==> src/tza_cfg.svh <==
// Purpose: constants of the thermal zone alarm control block
// Assumes: 125 MHz clk, registers reached by word index over Avalon-MM
// Notes:   byte address of a register is four times its index
`ifndef TZA_CFG_SVH
`define TZA_CFG_SVH

`define TZA_IDX_TEMP     3'h0
`define TZA_IDX_CFG      3'h1
`define TZA_IDX_HYST     3'h2
`define TZA_IDX_SET      3'h3
`define TZA_IDX_STAT     3'h4

`define TZA_CFG_SHDN     0
`define TZA_CFG_MODE     1
`define TZA_CFG_POL      2
`define TZA_CFG_ZONE     5
`define TZA_CFG_MASK     6

`define TZA_CFG_RST      7'h00
`define TZA_HYST_RST     9'h096
`define TZA_SET_RST      9'h0a0
`define TZA_TEMP_RST     9'h000

`define TZA_FQ_DEPTH0    3'h1
`define TZA_FQ_DEPTH1    3'h2
`define TZA_FQ_DEPTH2    3'h4
`define TZA_FQ_DEPTH3    3'h6

`define TZA_CONV_TIME_MS 160
`define TZA_CLK_MHZ      125
`define TZA_CONV_CYCLES  (`TZA_CONV_TIME_MS * 1000 * `TZA_CLK_MHZ)

// upper four bits of the serial slave address; value is arbitrary
`define TZA_ADDR_BASE    4'h5
// idle level of {a2, a1, a0, sda, scl} while reset
`define TZA_PIN_RST      5'h03

`endif

==> src/tza_pkg.sv <==
// Purpose: types of the thermal zone alarm control block
// Assumes: constants live in tza_cfg.svh
// Notes:   field order of tza_cfg_t matches config bits 6..0
package tza_pkg;

    typedef struct packed {
        logic       mask;
        logic       zone;
        logic [1:0] fq;
        logic       alarm_polarity_bit;
        logic       mode;
        logic       shdn;
    } tza_cfg_t;

    typedef enum logic [1:0] {
        WS_IDLE,
        WS_ADDR,
        WS_MATCH,
        WS_OTHER
    } tza_wst_t;

endpackage

==> src/tza_top.sv <==
// Purpose: conversion scheduling, zone select and alarm logic
// Assumes: adc_temp holds the converter result of the selected zone
// Notes:   one wait state on every Avalon access
`timescale 1ns/1ps
`include "tza_cfg.svh"
module tza_top import tza_pkg::*; #(
    parameter int unsigned CONV_CYCLES = `TZA_CONV_CYCLES
) (
    input  wire logic        clk,
    input  wire logic        reset,
    input  wire logic [4:0]  avs_address,
    input  wire logic        avs_read,
    input  wire logic        avs_write,
    input  wire logic [31:0] avs_writedata,
    input  wire logic [3:0]  avs_byteenable,
    output logic      [31:0] avs_readdata,
    output logic             avs_waitrequest,
    input  wire logic        scl_pin,
    input  wire logic        sda_pin,
    input  wire logic [2:0]  addr_pins,
    input  wire logic [8:0]  adc_temp,
    output logic             zone_sel,
    output logic             alarm_o,
    output logic             alarm_oe
);
    localparam int unsigned CW = $clog2(CONV_CYCLES + 1);
    localparam logic [CW-1:0] CONV_LAST = CW'(CONV_CYCLES - 1);

    function automatic logic [8:0] thr_wr(input logic [8:0]  old,
                                          input logic [31:0] wd,
                                          input logic [3:0]  be);
        thr_wr = {be[1] ? wd[15:8] : old[8:1], be[0] ? wd[7] : old[0]};
    endfunction

    // half-degree two's complement compare
    function automatic logic t_gt(input logic [8:0] a, input logic [8:0] b);
        t_gt = $signed(a) > $signed(b);
    endfunction

    function automatic logic [2:0] fq_depth(input logic [1:0] code);
        logic [2:0] d;
        d = `TZA_FQ_DEPTH0;
        unique case (code)
            2'h0: d = `TZA_FQ_DEPTH0;
            2'h1: d = `TZA_FQ_DEPTH1;
            2'h2: d = `TZA_FQ_DEPTH2;
            2'h3: d = `TZA_FQ_DEPTH3;
        endcase
        fq_depth = d;
    endfunction

    logic [4:0]    pins_s;
    logic          watch_hit;
    logic          watch_active;

    tza_sync #(
        .W   (5),
        .RST (`TZA_PIN_RST)
    ) u_sync (
        .clk   (clk),
        .reset (reset),
        .d     ({addr_pins, sda_pin, scl_pin}),
        .q     (pins_s)
    );

    tza_bus_watch u_watch (
        .clk         (clk),
        .reset       (reset),
        .scl         (pins_s[0]),
        .sda         (pins_s[1]),
        .dev_addr    ({`TZA_ADDR_BASE, pins_s[4:2]}),
        .addr_hit    (watch_hit),
        .xfer_active (watch_active)
    );

    // bus slave: request answered one cycle after it appears
    logic          ack_ff;
    logic [31:0]   rdata_ff;
    logic [31:0]   rd_mux;
    wire  [2:0]    idx     = avs_address[4:2];
    wire           req     = avs_read | avs_write;
    wire           wr_fire = avs_write & ack_ff;
    wire           rd_fire = avs_read & ack_ff;
    wire           rd_load = avs_read & ~ack_ff;

    // registers: a single config and threshold pair serve both zones
    tza_cfg_t      cfg_ff;
    logic          sts_ff;
    logic [8:0]    hyst_ff;
    logic [8:0]    set_ff;
    logic [8:0]    temp_ff;

    wire           wr_cfg   = wr_fire & (idx == `TZA_IDX_CFG) & avs_byteenable[0];
    wire           wr_hyst  = wr_fire & (idx == `TZA_IDX_HYST);
    wire           wr_set   = wr_fire & (idx == `TZA_IDX_SET);
    wire           rd_cfg   = rd_fire & (idx == `TZA_IDX_CFG);
    wire tza_cfg_t cfg_wd   = tza_cfg_t'(avs_writedata[6:0]);
    wire           zone_chg = wr_cfg & (avs_writedata[`TZA_CFG_ZONE] != cfg_ff.zone);
    wire           mode_chg = wr_cfg & (avs_writedata[`TZA_CFG_MODE] != cfg_ff.mode);

    // conversion scheduling
    logic [CW-1:0] conv_cnt_ff;
    logic [CW-1:0] nxt_conv_cnt;
    logic          halt_ff;
    wire           running   = ~cfg_ff.shdn & ~halt_ff;
    wire           conv_done = running & (conv_cnt_ff == CONV_LAST);
    wire           restart   = watch_hit | zone_chg | cfg_ff.shdn;
    // stays halted while our transaction is open, clears at its stop
    wire           nxt_halt  = watch_hit | (halt_ff & watch_active);

    always_comb begin
        nxt_conv_cnt = conv_cnt_ff;
        if (restart || conv_done) begin
            nxt_conv_cnt = '0;
        end else if (running) begin
            nxt_conv_cnt = conv_cnt_ff + CW'(1);
        end
    end

    // alarm search: one counter serves both directions
    logic          armed_under_ff;
    logic [2:0]    fault_cnt_ff;
    logic [2:0]    nxt_fault_cnt;
    logic          pend_ff;
    logic          oe_ff;
    wire  [2:0]    depth    = fq_depth(cfg_ff.fq);
    wire           over     = t_gt(adc_temp, set_ff);
    wire           under    = t_gt(hyst_ff, adc_temp);
    wire           cond     = armed_under_ff ? under : over;
    wire           evt      = conv_done & cond & (fault_cnt_ff == depth - 3'h1);
    wire           nxt_arm  = mode_chg ? 1'b0 : (evt ? ~armed_under_ff : armed_under_ff);
    // set wins over the clearing read
    wire           nxt_sts  = evt | (sts_ff & ~rd_cfg);
    wire           nxt_pend = (evt & cfg_ff.mode) | (pend_ff & ~rd_cfg & ~mode_chg);
    // comparator level is the search direction, untouched by reads
    wire           alarm    = cfg_ff.mode ? pend_ff : armed_under_ff;
    wire           nxt_oe   = ~cfg_ff.mask & (cfg_ff.alarm_polarity_bit ? ~alarm : alarm);

    // any config write restarts the queue so results land depth conversions later
    always_comb begin
        nxt_fault_cnt = fault_cnt_ff;
        if (wr_cfg) begin
            nxt_fault_cnt = 3'h0;
        end else if (conv_done) begin
            nxt_fault_cnt = (cond && !evt) ? fault_cnt_ff + 3'h1 : 3'h0;
        end
    end

    always_comb begin
        rd_mux = 32'h0000_0000;
        unique case (idx)
            `TZA_IDX_TEMP: rd_mux = {16'h0000, temp_ff, 7'h00};
            `TZA_IDX_CFG:  rd_mux = {24'h00_0000, sts_ff, cfg_ff};
            `TZA_IDX_HYST: rd_mux = {16'h0000, hyst_ff, 7'h00};
            `TZA_IDX_SET:  rd_mux = {16'h0000, set_ff, 7'h00};
            `TZA_IDX_STAT: rd_mux = {28'h000_0000, watch_active, halt_ff,
                                     armed_under_ff, running};
            default:       rd_mux = 32'h0000_0000;
        endcase
    end

    always_ff @(posedge clk or posedge reset) begin
        if (reset) begin
            ack_ff   <= 1'b0;
            rdata_ff <= 32'h0000_0000;
        end else begin
            ack_ff <= req & ~ack_ff;
            if (rd_load) begin
                rdata_ff <= rd_mux;
            end
        end
    end

    always_ff @(posedge clk or posedge reset) begin
        if (reset) begin
            cfg_ff  <= tza_cfg_t'(`TZA_CFG_RST);
            hyst_ff <= `TZA_HYST_RST;
            set_ff  <= `TZA_SET_RST;
        end else begin
            if (wr_cfg) begin
                cfg_ff <= cfg_wd;
            end
            if (wr_hyst) begin
                hyst_ff <= thr_wr(hyst_ff, avs_writedata, avs_byteenable);
            end
            if (wr_set) begin
                set_ff <= thr_wr(set_ff, avs_writedata, avs_byteenable);
            end
        end
    end

    always_ff @(posedge clk or posedge reset) begin
        if (reset) begin
            conv_cnt_ff <= '0;
            halt_ff     <= 1'b0;
            temp_ff     <= `TZA_TEMP_RST;
        end else begin
            conv_cnt_ff <= nxt_conv_cnt;
            halt_ff     <= nxt_halt;
            if (conv_done) begin
                temp_ff <= adc_temp;
            end
        end
    end

    always_ff @(posedge clk or posedge reset) begin
        if (reset) begin
            armed_under_ff <= 1'b0;
            fault_cnt_ff   <= 3'h0;
            sts_ff         <= 1'b0;
            pend_ff        <= 1'b0;
            oe_ff          <= 1'b0;
        end else begin
            armed_under_ff <= nxt_arm;
            fault_cnt_ff   <= nxt_fault_cnt;
            sts_ff         <= nxt_sts;
            pend_ff        <= nxt_pend;
            oe_ff          <= nxt_oe;
        end
    end

    assign avs_waitrequest = req & ~ack_ff;
    assign avs_readdata    = rdata_ff;
    assign zone_sel        = cfg_ff.zone;
    // open drain: the pin is only ever pulled low
    assign alarm_o         = 1'b0;
    assign alarm_oe        = oe_ff;
endmodule // tza_top

==> src/tza_sync.sv <==
// Purpose: three-flop pin synchroniser with agreement filter
// Assumes: inputs are asynchronous to clk
// Notes:   output changes only once stages two and three agree
`timescale 1ns/1ps
module tza_sync #(
    parameter int unsigned W   = 1,
    parameter logic [W-1:0] RST = '0
) (
    input  wire logic         clk,
    input  wire logic         reset,
    input  wire logic [W-1:0] d,
    output logic      [W-1:0] q
);
    logic [W-1:0] s1_ff;
    logic [W-1:0] s2_ff;
    logic [W-1:0] s3_ff;
    logic [W-1:0] q_ff;
    wire  [W-1:0] agree = ~(s2_ff ^ s3_ff);
    wire  [W-1:0] nxt_q = (agree & s3_ff) | (~agree & q_ff);

    always_ff @(posedge clk or posedge reset) begin
        if (reset) begin
            s1_ff <= RST;
            s2_ff <= RST;
            s3_ff <= RST;
            q_ff  <= RST;
        end else begin
            s1_ff <= d;
            s2_ff <= s1_ff;
            s3_ff <= s2_ff;
            q_ff  <= nxt_q;
        end
    end

    assign q = q_ff;
endmodule // tza_sync

==> src/tza_bus_watch.sv <==
// Purpose: watches the serial bus for start, own address and stop
// Assumes: scl and sda are already synchronised levels
// Notes:   does not acknowledge; the serial data path sits elsewhere
`timescale 1ns/1ps
module tza_bus_watch import tza_pkg::*; (
    input  wire logic       clk,
    input  wire logic       reset,
    input  wire logic       scl,
    input  wire logic       sda,
    input  wire logic [6:0] dev_addr,
    output logic            addr_hit,
    output logic            xfer_active
);
    tza_wst_t   st_ff;
    tza_wst_t   nxt_st;
    logic       scl_d_ff;
    logic       sda_d_ff;
    logic [5:0] sh_ff;
    logic [5:0] nxt_sh;
    logic [2:0] cnt_ff;
    logic [2:0] nxt_cnt;
    logic       hit_ff;
    logic       nxt_hit;
    logic       match_ff;
    logic       nxt_match;

    wire start = scl & scl_d_ff & sda_d_ff & ~sda;
    wire stop  = scl & scl_d_ff & ~sda_d_ff & sda;
    wire rise  = scl & ~scl_d_ff;
    wire [6:0] addr_now = {sh_ff, sda};

    always_comb begin
        nxt_st    = st_ff;
        nxt_sh    = sh_ff;
        nxt_cnt   = cnt_ff;
        nxt_hit   = 1'b0;
        nxt_match = match_ff;
        if (stop) begin
            nxt_st    = WS_IDLE;
            nxt_match = 1'b0;
        end else if (start) begin
            nxt_st  = WS_ADDR;
            nxt_cnt = 3'h0;
        end else begin
            unique case (st_ff)
                WS_ADDR: begin
                    if (rise) begin
                        nxt_sh  = addr_now[5:0];
                        nxt_cnt = cnt_ff + 3'h1;
                        if (cnt_ff == 3'h6) begin
                            if (addr_now == dev_addr) begin
                                nxt_st    = WS_MATCH;
                                nxt_hit   = 1'b1;
                                nxt_match = 1'b1;
                            end else begin
                                nxt_st = WS_OTHER;
                            end
                        end
                    end
                end
                WS_IDLE, WS_MATCH, WS_OTHER: begin
                end
            endcase
        end
    end

    always_ff @(posedge clk or posedge reset) begin
        if (reset) begin
            st_ff    <= WS_IDLE;
            scl_d_ff <= 1'b1;
            sda_d_ff <= 1'b1;
            sh_ff    <= 6'h00;
            cnt_ff   <= 3'h0;
            hit_ff   <= 1'b0;
            match_ff <= 1'b0;
        end else begin
            st_ff    <= nxt_st;
            scl_d_ff <= scl;
            sda_d_ff <= sda;
            sh_ff    <= nxt_sh;
            cnt_ff   <= nxt_cnt;
            hit_ff   <= nxt_hit;
            match_ff <= nxt_match;
        end
    end

    assign addr_hit    = hit_ff;
    assign xfer_active = match_ff;
endmodule // tza_bus_watch

==> config.mk <==
export PLATFORM = sky130hd
export DESIGN_NAME = tza_top
export DESIGN_NICKNAME = d
export VERILOG_FILES = /design/src/tza_pkg.sv /design/src/tza_top.sv /design/src/tza_sync.sv /design/src/tza_bus_watch.sv
export VERILOG_INCLUDE_DIRS = /design/src /design/src/src
export SDC_FILE = /design/constraint.sdc
export NUM_CORES = 1
export LEC_CHECK = 0
export ABC_AREA = 1
export BUFFER_PORTS_ARGS = -buffer_cell sky130_fd_sc_hd__buf_2
export CORE_MARGIN = 2
export CORE_UTILIZATION = 60
export CTS_CLUSTER_DIAMETER = 100
export DETAILED_ROUTE_END_ITERATION = 6
export PLACE_DENSITY = 0.84
export SYNTH_ARGS = -nofsm -noshare
export SYNTH_HDL_FRONTEND = slang
export SYNTH_SLANG_ARGS = --single-unit
export TNS_END_PERCENT = 50
==> constraint.sdc <==
create_clock -name clk -period 6.9 [get_ports clk]
set_input_delay 1.38 -clock clk [delete_from_list [all_inputs] [get_ports clk]]
set_output_delay 1.38 -clock clk [all_outputs]
set_load 0.02 [all_outputs]
==> impl_metrics.tcl, run 1 <==
set metrics [dict create \
    critical_path_class "in2out" \
    synth_seq_cells 119 \
    sequential_share_of_the_synthesized_area 0.506 \
    drtIter0Drc 327 \
    core_area_um2 9680 \
    detailedPlace.worstSlack_ns 3.49 \
    hold_viol_final 0 \
    area_share_of_xor_xnor_cells_in_the_synthesized_design 0.0192 \
    wire_length_of_the_first_global_routing_pass_um 21800 \
    most_area_hungry_cell_type_in_the_yosys_netlist "dfrtp_1" \
    number_of_antenna_violations_at_the_first_check_in_global_routing 0 \
    io_buffer_count 57 \
    io-pin-count 95 \
    worstMarginPinSlew_ns 0.909 \
    timing.final.crit_share 0.462 \
    cts_num_sinks 119 \
    average_cell_area_after_synthesis_um2 8.46 \
    synth_top_family_by_area "simple AND/OR/NAND/NOR gates" \
    worstPathMaxFanout 3 \
    num_rows 36 \
    tritoncts "yes" \
    final_layout_size_suffix_gt1_frac 0.164 \
    yosys.area_share.adder 0.0549 \
    drt_pre_antenna_iters 6 \
    period_minus_slack_ns 3.19 \
    detail_route.wirelength_um 12800 \
    drv.max_cap_violation_count 0 \
    cts_resized 0 \
    synthesis.instances 700 \
    fraction_of_synthesized_cell_area_taken_by_the_top_area_cell_type 0.435 \
    hold_class "reg2reg" \
    routed_wire_length_per_instance_um 14.0 \
    vias 4917 \
    number_of_flops_mapped_to_enable_cells_by_yosys 0 \
    max_clock_freq_mhz 314 \
    cts.hold.buffers_added 0 \
    netlist_top_cells_area "dfrtp_1 44%, nand2_1 11%, dfstp_2 7.1%" \
    cts_made_buffers 17 \
    post_cts.repair.setup_buffers 0 \
    layout.nets 847 \
    leakage_nw 3.43 \
    yosys.cell_types.count 42 \
    synthFlopType "dfrtp_1" \
    worst_slew_margin_relative_to_its_limit 0.394 \
    place.detailed.hpwl_um 8830 \
    synth_simple_gate_area_frac 0.225 \
    die_h_um 103 \
    setup-tns-final_ns 0 \
    clk_path_buf_depth 2 \
    power_density_over_the_cells_nw_per_um2 304 \
    globalplace.congestion 0.888 \
    timing.final.ws_setup_ns 3.71 \
    die_area_um2 10700 \
    path_cells "buf_2 > nor2_1 > nor2_1 > buf_2" \
    drt-vias-per-instance 5.39 \
    grt_remaining_overflow 0 \
    endpoint_kind "output port" \
    post_synth_instance_area_um2 5920 \
    finalSetupViolations 0 \
    diodes 0 \
    drc 0 \
    clk_root_buffer_cell "clkbuf_8" \
    chip_width_um 103 \
    grt_util_all_layers 0.266 \
    synth_mux_area_frac 0 \
    yosysWarningCount 0 \
    crit_path_start_kind "input pin" \
    initial_core_util 0.612 \
    rsz0062_at_grt "false" \
    max-vdd-ir-drop_uv 200 \
    flow.area_growth_from_synthesis_pct 15.9 \
    skew_ns 0.00861 \
    wp_data_required_ns 5.52 \
    worst_path_arrival_time_ns 1.81 \
    worstSkewPairLatency_ns 0.52 \
    htreeDepth 4 \
    final_ant_viol_nets 0 \
    outcome "finished, final reports clean" \
    critPathSlowestCell "buf_2" \
    synth_compound_area_frac 0.100 \
    final-max-slew-violation-count 0 \
    async_flop_share 1.00 \
    cpPeakStageDelay_ns 0.18 \
    grt_start_max_net_pins 75 \
    clk_pin_slew_worst_paths_ns 0.07 \
    grt_pass1_vias 4822 \
]
[routing by layer]
layer / global-route usage / vias to the layer above / wire [um]
li1: - / 2363 / -
met5: 0 / - / 0
met4: 0.112 / 0 / 306
met1: 0.328 / 2337 / 5430
met2: 0.452 / 184 / 6340
met3: 0.0585 / 33 / 715
[final timing paths]
kind                                            from                      endpoint  slack, ns  cells after the start
min reg2reg                u_sync.s1_ff[4]$_DFF_PP0_     u_sync.s2_ff[4]$_DFF_PP0_       0.35                      0
max reg2reg                    cfg_ff[0]$_DFFE_PP0P_   conv_cnt_ff[24]$_DFFE_PP0P_       4.44                     12
min in group asynchronous                      reset  u_watch.sh_ff[3]$_DFFE_PP0P_       0.91                      2
max                                        avs_write               avs_waitrequest       3.71                      4
max in group asynchronous                      reset             pend_ff$_DFF_PP0_       4.68                      3
min                        u_sync.s1_ff[4]$_DFF_PP0_     u_sync.s2_ff[4]$_DFF_PP0_       0.35                      0
[report_power, final]
group / internal, W / switching, W / total, W / leakage [nW]
clock: 0.000502 / 0.000373 / 0.000875 / 0.287
sequential: 0.000794 / 0.0000656 / 0.000860 / 1.48
combinational: 0.000118 / 0.000232 / 0.000350 / 1.66
[worst max-delay path: cells and delay by family]
kind,cells,cell delay [ns]
buffers and inverters,2,0.28
AND/OR/NAND/NOR,2,0.15
[cells in the mapped netlist (2+ instances only)]
library cell,instances
inv_2,3
a22oi_1,6
dfrtp_1,103
nand3b_1,2
a31oi_1,2
nor2_1,49
nand4_1,10
a221oi_1,3
xnor2_1,5
nor3_1,19
inv_1,94
nand2_1,175
nand3_1,30
o21ai_0,57
xor2_1,8
maj3_1,5
o22ai_1,7
nor2_2,5
nand2_2,2
clkbuf_1,8
a21oi_1,24
ha_1,22
a21o_1,2
dfstp_2,16
o21ai_1,3
nor2_4,4
buf_4,18
nand2_4,2
nand3_2,3
[placed cells by master (no fill, tap or decap), types with 10 or more instances in the layout]
cell and count:
a21oi_1 24, buf_2 57, clkbuf_16 16, conb_1 17, dfrtp_1 103, dfstp_2 16, ha_1 22, inv_1 93
nand2_1 175, nand3_1 30, nand4_1 10, nor2_1 49, nor3_1 19, o21ai_0 57
[area by class of cell]
cell class                      count  area (um^2)
Sequential cell                   119         3000
Fill cell                         714         2820
Multi-Input combinational cell    470         2430
Clock buffer                       17          414
Inverter                           99          379
Timing Repair Buffer               59          300
Clock inverter                     15          178
Tap cell                          133          166
[sequential cells by signal (all words and copies together) (netlist names), 6 cells and up, named ones only]
name,cells
avs_readdata,16
temp_ff,9
u_watch.sh_ff,6
cfg_ff,6
conv_cnt_ff,25
set_ff,9
hyst_ff,9
[logic make-up (layout without fill, tap and decap cells)]
logic type,count (synthesis),count (layout)
simple gates,305,305
buf+inv,127,190
flops,119,119
compound gates,108,108
fa+ha+maj,27,27
xor+xnor,13,13
other cells,1,17
[through the flow]
step           std cells  hold WS, ns  total power (W)  cell area, um^2   util
2_1_floorplan        716        0.331          0.00112             5980      -
3_3_place_gp         880        0.332          0.00119             6270  0.648
3_5_place_dp         880        0.336          0.00121             6270  0.648
4_1_cts              912        0.351          0.00209             6860  0.709
5_1_grt              912        0.354          0.00219             6860  0.709
6_report             912        0.348          0.00209             6860  0.709
No activity file was read; power rests on OpenSTA's default activity.
==> run 2, diff against run 1 <==
ABC_AREA = 0   (was 1)
CORE_UTILIZATION = 57   (was 60)
PLACE_DENSITY = 0.8   (was 0.84)
clock period = 3 ns   (was 6.9 ns; I/O delays follow)
==> run 2 against run 1 <==
Net effect: count of clock-buffer cells in the layout increased by 11; routed wire length decreased by 10%; power increased by 130%; clock skew decreased by 0.00096 ns; critical endpoint is now conv_cnt_ff[22]$_DFFE_PP0P_; critical path type is now reg2reg; utilization decreased by 2.2 points; synthesized area decreased by 2.2%; first-iteration DRC count decreased by 20%.
==> impl_metrics.tcl, run 2 <==
set metrics [dict create \
    io-pin-count 95 \
    worstPathMaxFanout 25 \
    critPathSlowestCell "a2111o_2" \
    worst_path_dominant_cell_family "simple AND/OR/NAND/NOR gates" \
    cpPeakStageDelay_ns 0.45 \
    grt_remaining_overflow 0 \
    number_of_flops_mapped_to_enable_cells_by_yosys 0 \
    core_area_um2 9820 \
    clk_path_buf_depth 2 \
    leakage_nw 3.26 \
    synthesis.instances 523 \
    die_h_um 105 \
    tritoncts "yes" \
    netlist_top_cells_area "dfrtp_1 44%, mux2_2 7.8%, dfstp_2 7.3%" \
    number_of_antenna_violations_at_the_first_check_in_global_routing 1 \
    registers.top_by_ff_count "conv_cnt_ff" \
    drtIter0Drc 261 \
    post-layout-total-power_w 0.00470 \
    wp_data_required_ns 3.38 \
    max_clock_freq_mhz 474 \
    outcome "finished, final reports clean" \
    place.detailed.hpwl_um 8120 \
    max-vdd-ir-drop_uv 464 \
    chip_width_um 105 \
    detail_route.wirelength_um 11500 \
    cts_resized 0 \
    cts_made_buffers 17 \
    wire_length_of_the_first_global_routing_pass_um 19900 \
    initial_core_util 0.590 \
    final_cell_mix "103 x dfrtp_1, 57 x buf_2, 56 x nand2_1" \
    synth_seq_cells 119 \
    endpoint_kind "register" \
    post_synth_instance_area_um2 5800 \
    drt-vias-per-instance 5.49 \
    yosys.cell_types.count 58 \
    drv.max_cap_violation_count 0 \
    routed_wire_length_per_instance_um 15.6 \
    path_cells "ha_1 > and4bb_4 > nand4_4 > nor4_4 > a2111o_2 > nor2_1" \
    die_area_um2 11000 \
    critical_path_class "reg2reg" \
    setup-tns-final_ns 0 \
    drt_pre_antenna_iters 4 \
    most_used_standard_cell_by_instance_count_after_synthesis "dfrtp_1" \
    final_ant_viol_nets 0 \
    htreeDepth 4 \
    io_buffer_count 57 \
    async_flop_share 1.00 \
    clk_pin_slew_worst_paths_ns 0.05 \
    finalSetupViolations 0 \
    layout.nets 675 \
    crit_path_start_kind "register" \
    mostFrequentLayoutCell "dfrtp_1" \
    synth_common_cells "103 x dfrtp_1, 56 x nand2_1, 42 x nor2_1" \
    globalplace.congestion 0.824 \
    num_rows 36 \
    hold_class "in2async" \
    period_minus_slack_ns 2.11 \
    yosysWarningCount 0 \
    final_layout_size_suffix_gt1_frac 0.267 \
    clk_root_buffer_cell "clkbuf_8" \
    cts_num_sinks 119 \
    hold_viol_final 0 \
    sequential_share_of_the_synthesized_area 0.517 \
    worst_path_arrival_time_ns 2.49 \
    cts.hold.buffers_added 0 \
    worstMarginPinSlew_ns 0.788 \
    grt_util_all_layers 0.231 \
    grt_start_max_net_pins 67 \
    post_cts.repair.setup_buffers 0 \
    timing.final.crit_share 0.704 \
    skew_ns 0.00765 \
    vias 4060 \
    grt_pass1_vias 4173 \
    rsz0062_at_grt "false" \
    most_area_hungry_cell_type_in_the_yosys_netlist "dfrtp_1" \
    timing.critical_path.buf_inv 0 \
    average_cell_area_after_synthesis_um2 11.1 \
    drc 0 \
    number_of_flip_flops_under_the_largest_register_name 25 \
    worstSkewPairLatency_ns 0.52 \
    synthFlopType "dfrtp_1" \
    worst_slew_margin_relative_to_its_limit 0.473 \
    power_density_over_the_cells_nw_per_um2 697 \
    fraction_of_synthesized_cell_area_taken_by_the_top_area_cell_type 0.445 \
    final-max-slew-violation-count 0 \
    flow.area_growth_from_synthesis_pct 16.4 \
]
[run 2: cells by family after synthesis]
| logic type | synth area share |
|---|---|
| simple gates | 0.165 |
| flops | 0.517 |
| compound gates | 0.0825 |
| buf+inv | 0.0497 |
| mux | 0.0833 |
| xor+xnor | 0.0453 |
| fa+ha+maj | 0.0561 |
| other cells | 0.000647 |
[run 2: layer usage]
| metal | wire length, um | vias to the layer above | track usage |
|---|---|---|---|
| met5 | 0 | - | 0 |
| met3 | 584 | 23 | 0.0730 |
| met2 | 5490 | 108 | 0.356 |
| li1 | - | 1935 | - |
| met4 | 274 | 0 | 0.0962 |
| met1 | 5160 | 1994 | 0.303 |
[run 2: final cells by class]
type                    count  area, um^2
clock inverters             3        40.0
multi-input cells         367        2570
flip-flops and latches    119        3000
diodes                      1        2.50
clock buffers              28         515
inverters                  24        93.8
fillers                   739        3080
well taps                 133         166
repair buffers             65         358
[run 2: power by group]
part           switching [W]  internal (W)
clock network       0.000654       0.00122
logic               0.000437      0.000359
registers           0.000182       0.00185
total                0.00127       0.00343
[run 2: worst paths after layout]
kind	slack, ns	end	cells past startpoint	start
worst min-delay path	0.08	u_watch.xfer_active$_DFFE_PP0P_	2	reset
worst min register to register	0.34	u_sync.s2_ff[4]$_DFF_PP0_	0	u_sync.s1_ff[4]$_DFF_PP0_
worst max-delay path	0.89	conv_cnt_ff[22]$_DFFE_PP0P_	6	conv_cnt_ff[0]$_DFFE_PP0P_
worst max register to register	0.89	conv_cnt_ff[22]$_DFFE_PP0P_	6	conv_cnt_ff[0]$_DFFE_PP0P_
min in group clk	0.18	u_sync.s1_ff[0]$_DFF_PP1_	1	scl_pin
max in group asynchronous	2.12	u_sync.s1_ff[0]$_DFF_PP1_	3	reset
[run 2: per-stage QoR]
| step | worst slack [ns] | std cells | hold WS, ns | instance area [um^2] | utilization |
|---|---|---|---|---|---|
| 2_1_floorplan | 0.943 | 539 | 0.331 | 5860 | - |
| 3_3_place_gp | 0.702 | 708 | 0.331 | 6190 | 0.630 |
| 6_report | 0.889 | 740 | 0.0796 | 6740 | 0.687 |
| 4_1_cts | 0.872 | 739 | 0.0671 | 6740 | 0.687 |
| 5_1_grt | 0.750 | 740 | 0.0860 | 6740 | 0.687 |
| 3_5_place_dp | 0.676 | 708 | 0.341 | 6190 | 0.630 |
==> run 3, diff against run 2 <==
CORE_UTILIZATION = 51   (was 57)
PLACE_DENSITY = 0.76   (was 0.8)
clock period = 1.9 ns   (was 3 ns; I/O delays follow)
==> run 3 against run 2 <==
Net effect: the flow now finishes with violations (setup timing); utilization is 2.2 points lower; non-clock buffer count increased by 40; highest routed layer unchanged; largest cell class unchanged; critical path type unchanged; setup slack got worse by 0.94 ns; register-to-register slack got worse by 0.94 ns.
==> impl_metrics.tcl, run 3 (same netlist as run 2, synthesis figures left out) <==
set metrics [dict create \
    globalplace.congestion 0.880 \
    final_cell_mix "102 x dfrtp_1, 57 x buf_2, 55 x nand2_1" \
    diodes 0 \
    clk_path_buf_depth 2 \
    critical_path_class "reg2reg" \
    die_h_um 111 \
    wire_length_of_the_first_global_routing_pass_um 21300 \
    layout.nets 715 \
    finalSetupViolations 33 \
    cts.hold.buffers_added 0 \
    worst_slew_margin_relative_to_its_limit 0.561 \
    clk_pin_slew_worst_paths_ns 0.05 \
    worstSkewPairLatency_ns 0.42 \
    outcome "finished, violations left" \
    skew_ns 0.0128 \
    grt_remaining_overflow 0 \
    detailedPlace.worstSlack_ns -0.189 \
    rsz0062_at_grt "true" \
    cts_num_sinks 119 \
    crit_path_start_kind "register" \
    initial_core_util 0.528 \
    mostFrequentLayoutCell "dfrtp_1" \
    max_clock_freq_mhz 512 \
    cts_made_buffers 17 \
    period_minus_slack_ns 1.95 \
    worst_path_arrival_time_ns 2.24 \
    wp_data_required_ns 2.19 \
    clk_root_buffer_cell "clkbuf_16" \
    leakage_nw 3.51 \
    timing.final.crit_share 1.03 \
    worstMarginPinSlew_ns 0.659 \
    core_area_um2 11000 \
    grt_start_max_net_pins 120 \
    power_density_over_the_cells_nw_per_um2 1090 \
    final-max-slew-violation-count 0 \
    number_of_flip_flops_under_the_largest_register_name 25 \
    drt_pre_antenna_iters 5 \
    hold_class "in2reg" \
    io_buffer_count 57 \
    registers.top_by_ff_count "conv_cnt_ff" \
    die_area_um2 12200 \
    num_rows 38 \
    grt_util_all_layers 0.217 \
    drt-vias-per-instance 5.50 \
    io-pin-count 95 \
    grt_pass1_vias 4462 \
    routed_wire_length_per_instance_um 16.4 \
    worstPathMaxFanout 6 \
    drc 0 \
    drtIter0Drc 252 \
    violations_in_the_final_reports "setup timing" \
    timing.final.ws_setup_ns -0.0541 \
    endpoint_kind "register" \
    layoutNonFillerInstCount 787 \
    number_of_antenna_violations_at_the_first_check_in_global_routing 0 \
    vias 4332 \
    drv.max_cap_violation_count 0 \
    htreeDepth 4 \
    layout.core_utilization 0.665 \
    hold_viol_final 0 \
    post-place-cells 746 \
    final_layout_size_suffix_gt1_frac 0.352 \
    chip_width_um 111 \
    hold_ws_ns 0.0717 \
    setup-tns-final_ns -0.575 \
    tritoncts "yes" \
    max-vdd-ir-drop_uv 957 \
    flow.area_growth_from_synthesis_pct 26.0 \
    place.detailed.hpwl_um 8570 \
    final_ant_viol_nets 0 \
    detail_route.wirelength_um 12900 \
]
==> run 3: changes by cell type in the layout (fill, tap and decap cells not counted), sizes merged <==
cell / change
buf: +39
bufinv: +1
clkbuf: -3
clkinv: +3
clkinvlp: +1
diode: -1
==> run 3: layer usage <==
metal	routed length, um	track usage	part of all wire
met4	243	0.0850	0.019
met3	520	0.0593	0.040
met1	5650	0.278	0.44
met5	0	0	0
met2	6480	0.351	0.50
==> run 3: critical path, cell delays in order, from the launching register on <==
cell	delay, ns
dfrtp_1	0.42
or4_4	0.51
nor4_4	0.26
buf_4	0.19
clkbuf_16	0.16
mux2_4	0.30
==> run 3: what timing repair did <==
item | in CTS | in global routing
buffers inserted | 2 | 6
gates resized for setup | 13 | 21
endpoints found under the setup margin | 16 | 40
cloned | 0 | 1
pin swaps | 12 | 14
==> run 3: where the power goes <==
group          total [W]  switching [W]  internal, W
clock            0.00320        0.00108      0.00212
sequential       0.00321       0.000292      0.00292
combinational    0.00157       0.000808     0.000758
total            0.00798        0.00218      0.00580
==> run 3: worst paths after layout <==
check | start | endpoint | slack (ns) | depth (start not counted)
max | conv_cnt_ff[22]$_DFFE_PP0P_ | temp_ff[2]$_DFFE_PP0P_ | -0.05 | 5
min | sda_pin | u_sync.s1_ff[1]$_DFF_PP1_ | 0.07 | 1
max reg2reg | conv_cnt_ff[22]$_DFFE_PP0P_ | temp_ff[2]$_DFFE_PP0P_ | -0.05 | 5
min reg2reg | u_sync.s1_ff[3]$_DFF_PP0_ | u_sync.s2_ff[3]$_DFF_PP0_ | 0.34 | 0
max in group asynchronous | reset | cfg_ff[0]$_DFFE_PP0P_ | 1.25 | 3
min in group asynchronous | reset | u_sync.s1_ff[2]$_DFF_PP0_ | 0.09 | 3
==> run 3: through the flow <==
stage / power (W) / instance area [um^2]
floorplan: 0.00415 / 5860
global placement: 0.00454 / 6450
detailed placement: 0.00465 / 6450
CTS: 0.00794 / 7140
global route: 0.00836 / 7300
finish: 0.00798 / 7300
==> run 3: final cells by class <==
type,instances,area [um^2]
sequential,119,3000
fill,762,3680
multi-input combinational,367,2730
inverter,24,93.8
clock buffer,24,512
tap,140,175
clock inverter,8,92.6
timing repair buffer,105,701
